### src/hdl/reset_watchdog_regs.vh
// Purpose: Constants for the reset and watchdog unit
// Assumes: Register bus offsets are byte indices of the 8-bit special register space
// Notes:   Counts derived from a 50 MHz system clock
// How it works
// - Six reset sources merge into one internal reset.
// - Shared reset pin is plain I/O unless the option selects reset.
// - Writing soft reset bit triggers a reset that keeps flags; hardware clears it.
// - Boot select bit picks application (0) or monitor (1) on restart.
// - Writing 0x20 restarts application, 0x60 restarts monitor.
// - After power recovery, reset stays active for 8192 clocks.
// - Optional extra power-up delay of about 45 ms.
// - Low supply sets the low-supply flag; only software clears it.
// - Flag is also set at power-up; software clears before relying on it.
// - Set low-supply flag requests interrupt when its enable is one.
// - Global enable zero blocks all interrupts; otherwise individual enables.
// - Low-supply priority bit selects high or low priority.
// - Power-on flag set by power cycle, cleared only by software.
// - Watchdog is 8-bit prescaler feeding 15-bit counter.
// - Watchdog enable bit starts counting; clearing it stops.
// - Watchdog restart bit zeroes the count and self-clears.
// - Overflow resets the system and sets the watchdog reset flag.
// - Count-in-sleep bit lets the watchdog run in idle mode.
// - Prescale field selects division 2^(field+1), 2 to 256.
// - Overflow after 12 x prescale x 32768 clocks from restart.
`ifndef RESET_WATCHDOG_REGS_VH
`define RESET_WATCHDOG_REGS_VH

`define ADDR_POWER_CONTROL      8'h87
`define ADDR_INTERRUPT_ENABLE   8'hA8
`define ADDR_INTERRUPT_PRIORITY 8'hB8
`define ADDR_WATCHDOG_CONTROL   8'hC1
`define ADDR_BOOT_PROGRAM_CTRL  8'hC7

`define BIT_LOW_SUPPLY_FLAG     5
`define BIT_POWER_ON_FLAG       4
`define BIT_GLOBAL_INT_ENABLE   7
`define BIT_LOW_SUPPLY_INT      6
`define BIT_WD_RESET_FLAG       7
`define BIT_WD_RUN_ENABLE       5
`define BIT_WD_RESTART          4
`define BIT_WD_COUNT_IN_SLEEP   3
`define BIT_BOOT_IMAGE_SELECT   6
`define BIT_SOFT_RESET_TRIGGER  5

`define RESET_VAL_BYTE          8'h00

`define CLK_FREQ_HZ             50000000
`define POR_HOLD_CLOCKS         8192
`define LONG_DELAY_MS           45
`define LONG_DELAY_CLOCKS       ((`CLK_FREQ_HZ / 1000) * `LONG_DELAY_MS)
`define PIN_HOLD_CLOCKS         24
`define PIN_HOLD_US             10
`define PIN_FILTER_CLOCKS       (`PIN_HOLD_CLOCKS + (`CLK_FREQ_HZ / 1000000) * `PIN_HOLD_US)
`define WD_TICK_DIVIDE          12
`define WD_TICK_LAST            4'hB

`endif

### src/hdl/reset_watchdog_unit.v
// Purpose: Reset merging, supply flags and watchdog behind the special register port
// Assumes: Analog detectors arrive as synchronous levels; options are static
// Notes:   Power-up and low-supply conditions wipe all but the pin filter and read data; soft and watchdog keep flags
//
// Decided for this implementation: the strobed register port.
`timescale 1ns/100ps
`default_nettype none
`include "reset_watchdog_regs.vh"

module reset_watchdog_unit #(
    parameter integer POR_CLOCKS  = `POR_HOLD_CLOCKS,
    parameter integer LONG_CLOCKS = `LONG_DELAY_CLOCKS,
    parameter integer PIN_CLOCKS  = `PIN_FILTER_CLOCKS
)(
    // Clock, reset, enable
    input  wire       clk,
    input  wire       rst,
    input  wire       ce,
    // Register port
    input  wire [7:0] addr,
    input  wire [7:0] wdata,
    input  wire       wr,
    input  wire       rd,
    output reg  [7:0] rdata,
    // Options and analog detectors
    input  wire       opt_pin_is_reset,
    input  wire       opt_long_delay,
    input  wire       supply_below_por,
    input  wire       low_supply_detect,
    input  wire       opt_low_supply_reset,
    input  wire       cpu_in_idle,
    // Shared reset pin
    input  wire       reset_pin_in,
    output wire       gpio_pin_in,
    // Results
    output reg        sys_reset,
    output reg        boot_monitor,
    output wire       low_supply_irq,
    output wire       low_supply_irq_high
);

    function [7:0] sel;
        input [7:0] a;
        input [7:0] b;
        begin
            sel = (a == b) ? 8'hFF : 8'h00;
        end
    endfunction

    localparam [1:0] ST_POR  = 2'd0;
    localparam [1:0] ST_LONG = 2'd1;
    localparam [1:0] ST_RUN  = 2'd2;
    localparam [1:0] ST_HOLD = 2'd3;

    localparam integer POR_LAST  = POR_CLOCKS - 1;
    localparam integer LONG_LAST = LONG_CLOCKS - 1;
    localparam integer PIN_LAST  = PIN_CLOCKS - 1;

    reg  [1:0]  state_q;
    reg  [22:0] delay_q;
    reg         low_supply_flag_q;
    reg         power_on_flag_q;
    reg  [5:0]  power_misc_q;
    reg         global_int_enable_q;
    reg  [5:0]  int_enable_misc_q;
    reg         low_supply_int_enable_q;
    reg  [7:0]  int_priority_q;
    reg         watchdog_reset_flag_q;
    reg         watchdog_run_enable_q;
    reg         watchdog_count_in_sleep_q;
    reg  [2:0]  prescale_sel_q;
    reg         boot_image_select_q;
    reg         flash_access_enable_q;
    reg  [3:0]  boot_misc_q;
    reg  [3:0]  tick_div_q;
    reg  [7:0]  prescale_q;
    reg  [14:0] wd_count_q;
    reg         pin_level_q;
    reg  [9:0]  pin_cnt_q;
    reg         soft_req_q;
    reg         wd_req_q;

    wire hard_reset = rst | supply_below_por | (opt_low_supply_reset & low_supply_detect);
    wire pin_reset  = opt_pin_is_reset & ~pin_level_q;
    wire soft_wr    = wr & sel(addr, `ADDR_BOOT_PROGRAM_CTRL) != 8'h00;
    wire wd_wr      = wr & sel(addr, `ADDR_WATCHDOG_CONTROL) != 8'h00;
    wire power_control_wr    = wr & sel(addr, `ADDR_POWER_CONTROL) != 8'h00;
    wire wd_counts  = watchdog_run_enable_q & (~cpu_in_idle | watchdog_count_in_sleep_q);
    wire [7:0] pre_top = (8'h02 << prescale_sel_q) - 8'h01;
    wire tick_end   = (tick_div_q == `WD_TICK_LAST);
    wire pre_end    = (prescale_q == pre_top);
    wire wd_tick    = tick_end & pre_end;
    wire wd_over    = wd_counts & wd_tick & (wd_count_q == 15'h7FFF);
    wire in_reset   = (state_q != ST_RUN);

    assign gpio_pin_in         = opt_pin_is_reset ? 1'b1 : reset_pin_in;
    assign low_supply_irq      = global_int_enable_q & low_supply_int_enable_q & low_supply_flag_q;
    assign low_supply_irq_high = int_priority_q[`BIT_LOW_SUPPLY_INT];

    // Pin filter: a level counts only after it has stood for the hold time
    always @(posedge clk)
    begin
        if (rst)
        begin
            pin_level_q <= 1'b1;
            pin_cnt_q   <= 10'h000;
        end
        else if (ce)
        begin
            if (reset_pin_in == pin_level_q)
                pin_cnt_q <= 10'h000;
            else if ({22'h000000, pin_cnt_q} == PIN_LAST)
            begin
                pin_level_q <= reset_pin_in;
                pin_cnt_q   <= 10'h000;
            end
            else
                pin_cnt_q <= pin_cnt_q + 10'h001;
        end
    end

    // Reset sequencer
    always @(posedge clk)
    begin
        if (hard_reset)
        begin
            state_q   <= ST_POR;
            delay_q   <= 23'h000000;
            sys_reset <= 1'b1;
        end
        else if (ce)
        begin
            case (state_q)
                ST_POR:
                begin
                    if ({9'h000, delay_q} == POR_LAST)
                    begin
                        delay_q <= 23'h000000;
                        state_q <= opt_long_delay ? ST_LONG : ST_RUN;
                    end
                    else
                        delay_q <= delay_q + 23'h000001;
                end
                ST_LONG:
                begin
                    if ({9'h000, delay_q} == LONG_LAST)
                    begin
                        delay_q <= 23'h000000;
                        state_q <= ST_RUN;
                    end
                    else
                        delay_q <= delay_q + 23'h000001;
                end
                ST_RUN:
                begin
                    if (pin_reset | soft_req_q | wd_req_q)
                        state_q <= ST_HOLD;
                end
                ST_HOLD:
                begin
                    if (~pin_reset)
                        state_q <= ST_RUN;
                end
                default:
                    state_q <= ST_POR;
            endcase
            sys_reset <= (state_q != ST_RUN) | pin_reset | soft_req_q | wd_req_q;
        end
    end

    // Control bits except boot select fall back to defaults on any internal reset; flags and boot select only on a hard one
    wire ctl_reset = hard_reset | (ce & sys_reset & (state_q != ST_RUN));
    wire ie_wr     = wr & sel(addr, `ADDR_INTERRUPT_ENABLE) != 8'h00;
    wire ip_wr     = wr & sel(addr, `ADDR_INTERRUPT_PRIORITY) != 8'h00;
    wire wd_clear  = wd_wr & wdata[`BIT_WD_RESTART];

    // Low-supply flag; the detector wins over a clear in the same cycle
    always @(posedge clk)
    begin
        if (hard_reset)
            low_supply_flag_q <= 1'b1;
        else if (ce)
        begin
            if (low_supply_detect)
                low_supply_flag_q <= 1'b1;
            else if (power_control_wr & ~wdata[`BIT_LOW_SUPPLY_FLAG])
                low_supply_flag_q <= 1'b0;
        end
    end

    // Power-on flag
    always @(posedge clk)
    begin
        if (hard_reset)
            power_on_flag_q <= 1'b1;
        else if (ce & power_control_wr & ~wdata[`BIT_POWER_ON_FLAG])
            power_on_flag_q <= 1'b0;
    end

    // Survives its own reset so software can tell the cause afterwards
    always @(posedge clk)
    begin
        if (hard_reset)
            watchdog_reset_flag_q <= 1'b0;
        else if (ce)
        begin
            if (wd_over)
                watchdog_reset_flag_q <= 1'b1;
            else if (wd_wr & ~wdata[`BIT_WD_RESET_FLAG])
                watchdog_reset_flag_q <= 1'b0;
        end
    end

    // Boot image choice; refused while a reset is still in progress
    always @(posedge clk)
    begin
        if (hard_reset)
        begin
            boot_image_select_q <= 1'b0;
            boot_monitor        <= 1'b0;
        end
        else if (ce)
        begin
            if (soft_wr & ~in_reset)
                boot_image_select_q <= wdata[`BIT_BOOT_IMAGE_SELECT];
            if (state_q == ST_HOLD)
                boot_monitor <= boot_image_select_q;
        end
    end

    // Mode and general bits are only stored; sleep control sits elsewhere
    always @(posedge clk)
    begin
        if (ctl_reset)
            power_misc_q <= 6'h00;
        else if (ce & power_control_wr)
            power_misc_q <= {wdata[7:6], wdata[3:0]};
    end

    // Interrupt enable
    always @(posedge clk)
    begin
        if (ctl_reset)
        begin
            global_int_enable_q     <= 1'b0;
            low_supply_int_enable_q <= 1'b0;
            int_enable_misc_q       <= 6'h00;
        end
        else if (ce & ie_wr)
        begin
            global_int_enable_q     <= wdata[`BIT_GLOBAL_INT_ENABLE];
            low_supply_int_enable_q <= wdata[`BIT_LOW_SUPPLY_INT];
            int_enable_misc_q       <= wdata[5:0];
        end
    end

    // Interrupt priority
    always @(posedge clk)
    begin
        if (ctl_reset)
            int_priority_q <= `RESET_VAL_BYTE;
        else if (ce & ip_wr)
            int_priority_q <= wdata;
    end

    // Trigger lives one cycle only, so it can never fire twice
    always @(posedge clk)
    begin
        if (ctl_reset)
        begin
            flash_access_enable_q <= 1'b0;
            boot_misc_q           <= 4'h0;
            soft_req_q            <= 1'b0;
        end
        else if (ce)
        begin
            if (soft_wr)
            begin
                flash_access_enable_q <= wdata[7];
                boot_misc_q           <= wdata[3:0];
            end
            soft_req_q <= soft_wr & wdata[`BIT_SOFT_RESET_TRIGGER];
        end
    end

    // Watchdog control
    always @(posedge clk)
    begin
        if (ctl_reset)
        begin
            watchdog_run_enable_q     <= 1'b0;
            watchdog_count_in_sleep_q <= 1'b0;
            prescale_sel_q            <= 3'h0;
        end
        else if (ce & wd_wr)
        begin
            watchdog_run_enable_q     <= wdata[`BIT_WD_RUN_ENABLE];
            watchdog_count_in_sleep_q <= wdata[`BIT_WD_COUNT_IN_SLEEP];
            prescale_sel_q            <= wdata[2:0];
        end
    end

    // Registered so the overflow reset starts on a clean edge
    always @(posedge clk)
    begin
        if (ctl_reset)
            wd_req_q <= 1'b0;
        else if (ce)
            wd_req_q <= wd_over;
    end

    // Twelve clocks make one prescaler step
    always @(posedge clk)
    begin
        if (ctl_reset)
            tick_div_q <= 4'h0;
        else if (ce)
        begin
            if (wd_clear)
                tick_div_q <= 4'h0;
            else if (wd_counts)
            begin
                if (tick_end)
                    tick_div_q <= 4'h0;
                else
                    tick_div_q <= tick_div_q + 4'h1;
            end
        end
    end

    // Prescaler
    always @(posedge clk)
    begin
        if (ctl_reset)
            prescale_q <= 8'h00;
        else if (ce)
        begin
            if (wd_clear)
                prescale_q <= 8'h00;
            else if (wd_counts & tick_end)
            begin
                if (pre_end)
                    prescale_q <= 8'h00;
                else
                    prescale_q <= prescale_q + 8'h01;
            end
        end
    end

    // Restart clears the whole chain so the full interval always follows
    always @(posedge clk)
    begin
        if (ctl_reset)
            wd_count_q <= 15'h0000;
        else if (ce)
        begin
            if (wd_clear)
                wd_count_q <= 15'h0000;
            else if (wd_counts & tick_end & pre_end)
                wd_count_q <= wd_count_q + 15'h0001;
        end
    end

    // Read port; restart and soft-reset bits always read zero
    always @(posedge clk)
    begin
        if (rst)
            rdata <= 8'h00;
        else if (ce & rd)
        begin
            case (addr)
                `ADDR_POWER_CONTROL:
                    rdata <= {power_misc_q[5:4], low_supply_flag_q, power_on_flag_q, power_misc_q[3:0]};
                `ADDR_INTERRUPT_ENABLE:
                    rdata <= {global_int_enable_q, low_supply_int_enable_q, int_enable_misc_q};
                `ADDR_INTERRUPT_PRIORITY:
                    rdata <= int_priority_q;
                `ADDR_WATCHDOG_CONTROL:
                    rdata <= {watchdog_reset_flag_q, 1'b0, watchdog_run_enable_q, 1'b0,
                              watchdog_count_in_sleep_q, prescale_sel_q};
                `ADDR_BOOT_PROGRAM_CTRL:
                    rdata <= {flash_access_enable_q, boot_image_select_q, 2'b00, boot_misc_q};
                default:
                    rdata <= 8'h00;
            endcase
        end
    end

endmodule
`default_nettype wire

### config.mk
export PLATFORM = sky130hd
export DESIGN_NAME = reset_watchdog_unit
export DESIGN_NICKNAME = d
export VERILOG_FILES = /design/src/hdl/reset_watchdog_unit.v
export VERILOG_INCLUDE_DIRS = /design/src /design/src/hdl
export SDC_FILE = /design/constraint.sdc
export NUM_CORES = 1
export LEC_CHECK = 0
export BUFFER_PORTS_ARGS = -buffer_cell sky130_fd_sc_hd__buf_2
export CELL_PAD_IN_SITES_DETAIL_PLACEMENT = 0
export CELL_PAD_IN_SITES_GLOBAL_PLACEMENT = 1
export CORE_ASPECT_RATIO = 0.9
export CORE_MARGIN = 8
export CORE_UTILIZATION = 49
export DETAILED_ROUTE_END_ITERATION = 8
export PLACE_DENSITY_LB_ADDON = 0.2
export SETUP_SLACK_MARGIN = 0.15
export SYNTH_ARGS = -nofsm -noshare
export SYNTH_HDL_FRONTEND = slang
export SYNTH_SLANG_ARGS = --single-unit
### constraint.sdc
create_clock -name clk -period 6 [get_ports clk]
set_clock_uncertainty 0.1 [all_clocks]
set_input_delay 0.3 -clock clk [delete_from_list [all_inputs] [get_ports clk]]
set_output_delay 0.3 -clock clk [all_outputs]
set_load 0.02 [all_outputs]
---- Yosys cells after proc, flatten, opt, wreduce, memory -nomap -nowiden ----
Cells that the tools add are included.
word-level totals
  register bits ........................... 111
  bits in latches ......................... 0
  RAM bits ................................ 0
  memory bits (read-only) ................. 0
  input port bits ......................... 28
  memories ................................ 0
cells by class
  add/subtract/negate cells ............... 6
  multipliers ............................. 0
  divide/modulo/power cells ............... 0
  magnitude comparators ................... 0
  eq/ne operators ......................... 20
  shifts and indexed selects .............. 1
  mux-type cells .......................... 30
  bitwise gates (word level) .............. 44
  reduce and logical (&&, ||, !) cells .... 23
operators by type and width
  cell                                             number
  2-to-1 mux 8 bit                                 8
  2-to-1 mux 23 bit                                2
  one-hot mux 23 bit (2 select lines)              1
  == test 8 bit, second input constant             5
  one-hot mux 8 bit (5 select lines)               1
  nonzero test 8 bit                               5
  2-to-1 mux 15 bit                                2
  bitwise AND 1 bit                                28
  adder 23 x 1 -> 23 bit, second input constant    1
  == test 23 x 13 -> 1 bit, second input constant  1
  == test 23 x 22 -> 1 bit, second input constant  1
  2-to-1 mux 10 bit                                2
  AND reduction 2 bit                              9
  adder 15 x 1 -> 15 bit, second input constant    1
  == test 15 bit, second input constant            1
  2-to-1 mux 4 bit                                 3
  nonzero test 2 bit                               6
  adder 10 x 1 -> 10 bit, second input constant    1
  == test 10 bit, second input constant            1
  2-to-1 mux 2 bit                                 5
  inequality test 2 bit, second input constant     5
  OR 1 bit                                         9
  adder 8 x 1 -> 8 bit, second input constant      1
  == test 8 bit                                    1
  13 further kinds                                 24

---- Depth between registers and ports, before layout ----
  word-level depth ........................ 8
  mapped depth ............................ 8
  gate-level depth less buffers ........... 7

---- Worst setup path before layout ----
OpenSTA, ideal clock, no wires.
  kind .................................... reg2reg
  start ................................... reg prescale_sel_q[0]
  end ..................................... reg wd_count_q[7]
  arrival ................................. 2.000 ns
  data required time ...................... 5.830 ns
  setup slack ............................. 3.830 ns
  cell stages (with the launch flop) ...... 8
  cell sequence ........................... dfxtp_1 or3_1 a2bb2oi_1 a221oi_4 nand3_2 buf_6 or3_1 a21oi_1
on the way
  longest elaborated chain between the ends .. 6
RTL lines
  item                           RTL line                   text
  start: declaration             reset_watchdog_unit.v:71   reg [2:0] prescale_sel_q;
  start signal: assignment       reset_watchdog_unit.v:299  prescale_sel_q <= wdata[2:0];
  left shift 2 x 3 -> 8 bit      reset_watchdog_unit.v:89   wire [7:0] pre_top = (8'h02 << prescale_sel_q) - 8'h01;
  subtractor 8 x 1 -> 8 bit      reset_watchdog_unit.v:89
  == test 8 bit                  reset_watchdog_unit.v:91   wire pre_end = (prescale_q == pre_top);
  bitwise AND 1 bit              reset_watchdog_unit.v:359  else if (wd_counts & tick_end & pre_end)
  nonzero test 2 bit (no line)   n/a
  AND reduction 2 bit (no line)  n/a
  end signal: assignment         reset_watchdog_unit.v:360  wd_count_q <= wd_count_q + 15'h0001;
  end: declaration               reset_watchdog_unit.v:77   reg [14:0] wd_count_q;
Every way passes these cells.
A chain may end at the register's enable or synchronous reset.

---- Worst setup path after layout ----
  start ................................... in addr[4]
  end ..................................... reg wd_count_q[8]
on the way
  longest elaborated chain between the ends .. 7
RTL lines
  item                           RTL line                   text
  start: declaration             reset_watchdog_unit.v:20   input wire [7:0] addr,
  == test 8 bit (*)              reset_watchdog_unit.v:46   sel = (a == b) ? 8'hFF : 8'h00;
  2-to-1 mux 8 bit (*)           reset_watchdog_unit.v:46
  nonzero test 8 bit (*)         reset_watchdog_unit.v:86   wire wd_wr = wr & sel(addr, `ADDR_WATCHDOG_CONTROL) != 8'h00;
  bitwise AND 1 bit (*)          reset_watchdog_unit.v:86
  bitwise AND 1 bit (*)          reset_watchdog_unit.v:175  wire wd_clear = wd_wr & wdata[`BIT_WD_RESTART];
  nonzero test 2 bit (no line)   n/a
  AND reduction 2 bit (no line)  n/a
Mark *: on every way between the ends. The rest lies on a longest branch, timed or not.

==> summary.md <==
| Metric | Value |
|---|---|
| Max Slew Vio Count | 0 |
| Slew of the pin with the lowest slew margin | 0.874 ns |
| Gr usage total | 17.5% |
| RSZ-0062 raised after global routing | no |
| Initial antenna violation count | 0 |
| Worst Hold Class | input port to flip-flop |
| Seq cells post-synth | 111 |
| WL final | 12200 microns |
| Avg Inst Size Synth | 8.36 sq um |
| Post-synth EDFFs | 0 |
| # H-tree levels | 3 |
| Top Metal Used | met4 |
| Worst endpoint required time | 6.14 ns |
| Fill cells | 990 |
| WP depth | 7 |
| Final-stage net count | 688 |
| Endpoints failing setup | 0 |
| Post-DP HPWL | 8630 microns |
| Starting DRC count in detailed routing | 293 |
| CP Launch Type | input port |
| # IOs | 41 |
| Worst Path Buf+Inv | 1 |
| Clk buf depth | 2 |
| PortBufs | 40 |
| Setup Buffers After CTS | 0 |
| Net Sw Frac | 21.3% |
| Flop pwr share | 51.5% |
| Dpl cell area | 5530 sq um |
| Outcome | finished, final reports clean |
| Initial Util | 49.6% |
| Max Freq | 386 MHz |
| Placer Congestion | 0.794 |
| GR Overflow Total | 0 |
| Clock sink count | 111 |
| Die width | 126 microns |
| Clk_lat worst skew | 0.35 ns |
| Synth cell types | 56 |
| Maximum vdd drop | 219 uV |
| WHS Path Cells | 2 |
| Routed vias | 4542 |
| Final Util | 54.7% |
| First-pass iteration count of the detailed router | 4 |
| Leakage | 2.03 nW |
| CP delay by family, top | simple AND/OR/NAND/NOR gates |
| Clock Power Share | 44.5% |
| Data arrival, critical path | 2.74 ns |
| Synth Cell Area | 5290 sq um |
| Crit-path cells | buf_2 > nor4b_1 > and2_0 > nand3_1 > a21boi_0 > o21a_1 > o21a_1 |
| Asr flop ratio synth | 0% |
| Crit path largest cell delay | 0.69 ns |
| Clock-pin transition on the worst setup and hold timing paths | 0.07 ns |
| TritonCTS clock tree | built |
| CP Capture Type | flip-flop |
| Vias in the first global route | 4352 |
| Post-layout instance area | 5840 sq um |
| Worst-case reg-to-reg path depth | 6 |
| Clock buffer count from CTS | 9 |
| First-pass GRT wire length | 20800 microns |
| Synthesis Warnings | 0 |
| N_diodes | 0 |
| Fin crit share | 43.2% |
| Antenna Nets Post-Route | 0 |
| Metal3 WL | 387 microns |
| Cells after synthesis | 633 |
| Wire length on met2 | 5540 microns |
| Syn_nets | 666 |
| Final worst path period need | 2.59 ns |
| Via-to-Cell Ratio | 5.73 |
| DIE AREA | 14400 sq um |
| Net Switching | 307 uW |
| Largest net degree at the start of global routing | 42 |
| Layout cells sized above 1 | 9.71% |
| Row count | 36 |
| Area Overhead vs Synth | 10.4% |
| Top FF cell, synth | dfxtp_1 |
| Crit path max fanout | 14 |
| Power per Cell Area | 246 nW/um^2 |
| Sequential fraction of the synthesis area | 42.0% |
| Core area | 10700 sq um |
| Worst rel slew slack | 41.4% |
| WL/cell | 15.4 microns |
| Comb pwr share | 4.0% |
| Wire length on met1 | 6150 microns |
| Die height | 115 microns |
| Setup tns final | 0 ns |
| Final hold violation count | 0 |
| CTS root buf | clkbuf_16 |
| Kind of critical path | input port to flip-flop |
| Highest-delay cell along the critical path | nor4b_1 |
| Most used cell, CP | o21a_1 |
| Drc violations | 0 |
| Max cap viols | 0 |
| Cts hold-fix bufs | 0 |
| Post-CTS resize count | 0 |
| Int Power | 1.13 mW |
power by group through the flow:
| stage | clock [mW] | sequential [mW] | combinational [mW] |
|---|---|---|---|
| CTS | 0.654 | 0.741 | 0.0573 |
| global route | 0.680 | 0.741 | 0.0635 |
| finish | 0.641 | 0.741 | 0.0572 |
| global placement | 0 | 0.758 | 0.0560 |
| floorplan | 0 | 0.760 | 0.0309 |
| detailed placement | 0 | 0.758 | 0.0573 |
cell type report:
| type | instances | area (sq um) | share of cell area, % |
|---|---|---|---|
| Timing Repair Buffer | 41 | 208 | 3.56 |
| Clock inverter | 3 | 67.6 | 1.16 |
| Inverter | 7 | 26.3 | 0.450 |
| Sequential cell | 111 | 2220 | 38.0 |
| Multi-Input combinational cell | 485 | 2900 | 49.7 |
| Clock buffer | 12 | 246 | 4.22 |
| Tap cell | 133 | 166 | 2.85 |
cell usage in the layout, fill, tap and decap left out, drive strengths merged, types with 4 or more instances in the layout:
| cell | count |
|---|---|
| ha | 5 |
| or3 | 11 |
| mux2i | 30 |
| xor2 | 18 |
| nor2b | 5 |
| nor2 | 92 |
| and2 | 10 |
| nor4 | 4 |
| a211oi | 6 |
| a21oi | 44 |
| xnor2 | 18 |
| nand3 | 41 |
| a22oi | 12 |
| buf | 41 |
| nand2 | 54 |
| inv | 7 |
| dfxtp | 111 |
| o21ai | 30 |
| nor3 | 10 |
| nand4 | 22 |
| clkbuf | 12 |
| and3 | 19 |
| and4 | 4 |
| nor4b | 4 |
| nor3b | 6 |
cell families after synthesis:
family	after synthesis	synth area share, %
simple gates	298	28.4
compound gates	115	13.5
flops	111	42.0
buf+inv	37	3.10
xor+xnor	36	5.96
mux	31	5.89
fa+ha+maj	5	1.18
state kept, by name, indices dropped and copies added (netlist names), 2 cells and up:
signal             count
boot_misc_q            4
delay_q               23
int_enable_misc_q      6
int_priority_q         8
pin_cnt_q             10
power_misc_q           6
prescale_q             8
prescale_sel_q         3
rdata                  8
state_q                2
tick_div_q             4
wd_count_q            15
layer usage:
metal	track usage, %	vias to the layer above
met5	0	-
met4	5.59	0
met3	4.05	7
met2	27.6	73
met1	23.0	2154
li1	-	2308
per-stage QoR:
step	power, mW	instances	worst slack [ns]	hold WS, ns
floorplan	0.791	633	3.83	0.318
global placement	0.814	777	3.13	0.343
detailed placement	0.815	777	3.10	0.348
CTS	1.45	792	3.43	0.0797
global route	1.48	792	3.18	0.0885
finish	1.44	792	3.41	0.0876
synthesized netlist by cell type (3+ instances only):
cell        n  area [sq um]
inv_1       7          26.3
a21oi_1    44           220
ha_1        5          62.6
or3_1       9          56.3
and2_1      9          56.3
clkbuf_1   23          86.3
buf_1       3          11.3
nand2_1    54           203
xnor2_1    18           158
a311oi_1    3          26.3
mux2i_1    30           300
nand4_1    22           138
nor3b_1     6          45.0
nor3_1      9          45.0
nor2_1     92           345
and3_1     19           119
nor2b_1     5          31.3
a22oi_1    12          90.1
or2_2       3          18.8
o21ai_0    30           150
nand4b_1    3          26.3
and4_1      3          26.3
nand2b_1    3          18.8
nor4_1      4          25.0
nor4b_1     4          35.0
o21a_1      3          22.5
dfxtp_1   111          2220
nor4bb_1    3          30.0
xor2_1     18           158
a211oi_1    6          45.0
nand3_1    40           200
worst paths after layout:
check                                                      end  slack, ns                            from
worst min-delay path                  pin_level_q$_SDFFE_PP1P_       0.09                    reset_pin_in
worst max-delay path                wd_count_q[8]$_SDFFE_PP0P_       3.41                         addr[4]
worst min register to register  int_priority_q[7]$_SDFFE_PP0P_       0.35  int_priority_q[7]$_SDFFE_PP0P_
worst max register to register     wd_count_q[13]$_SDFFE_PP0P_       3.45  prescale_sel_q[1]$_SDFFE_PP0P_
No activity file was read; power rests on OpenSTA's default activity.
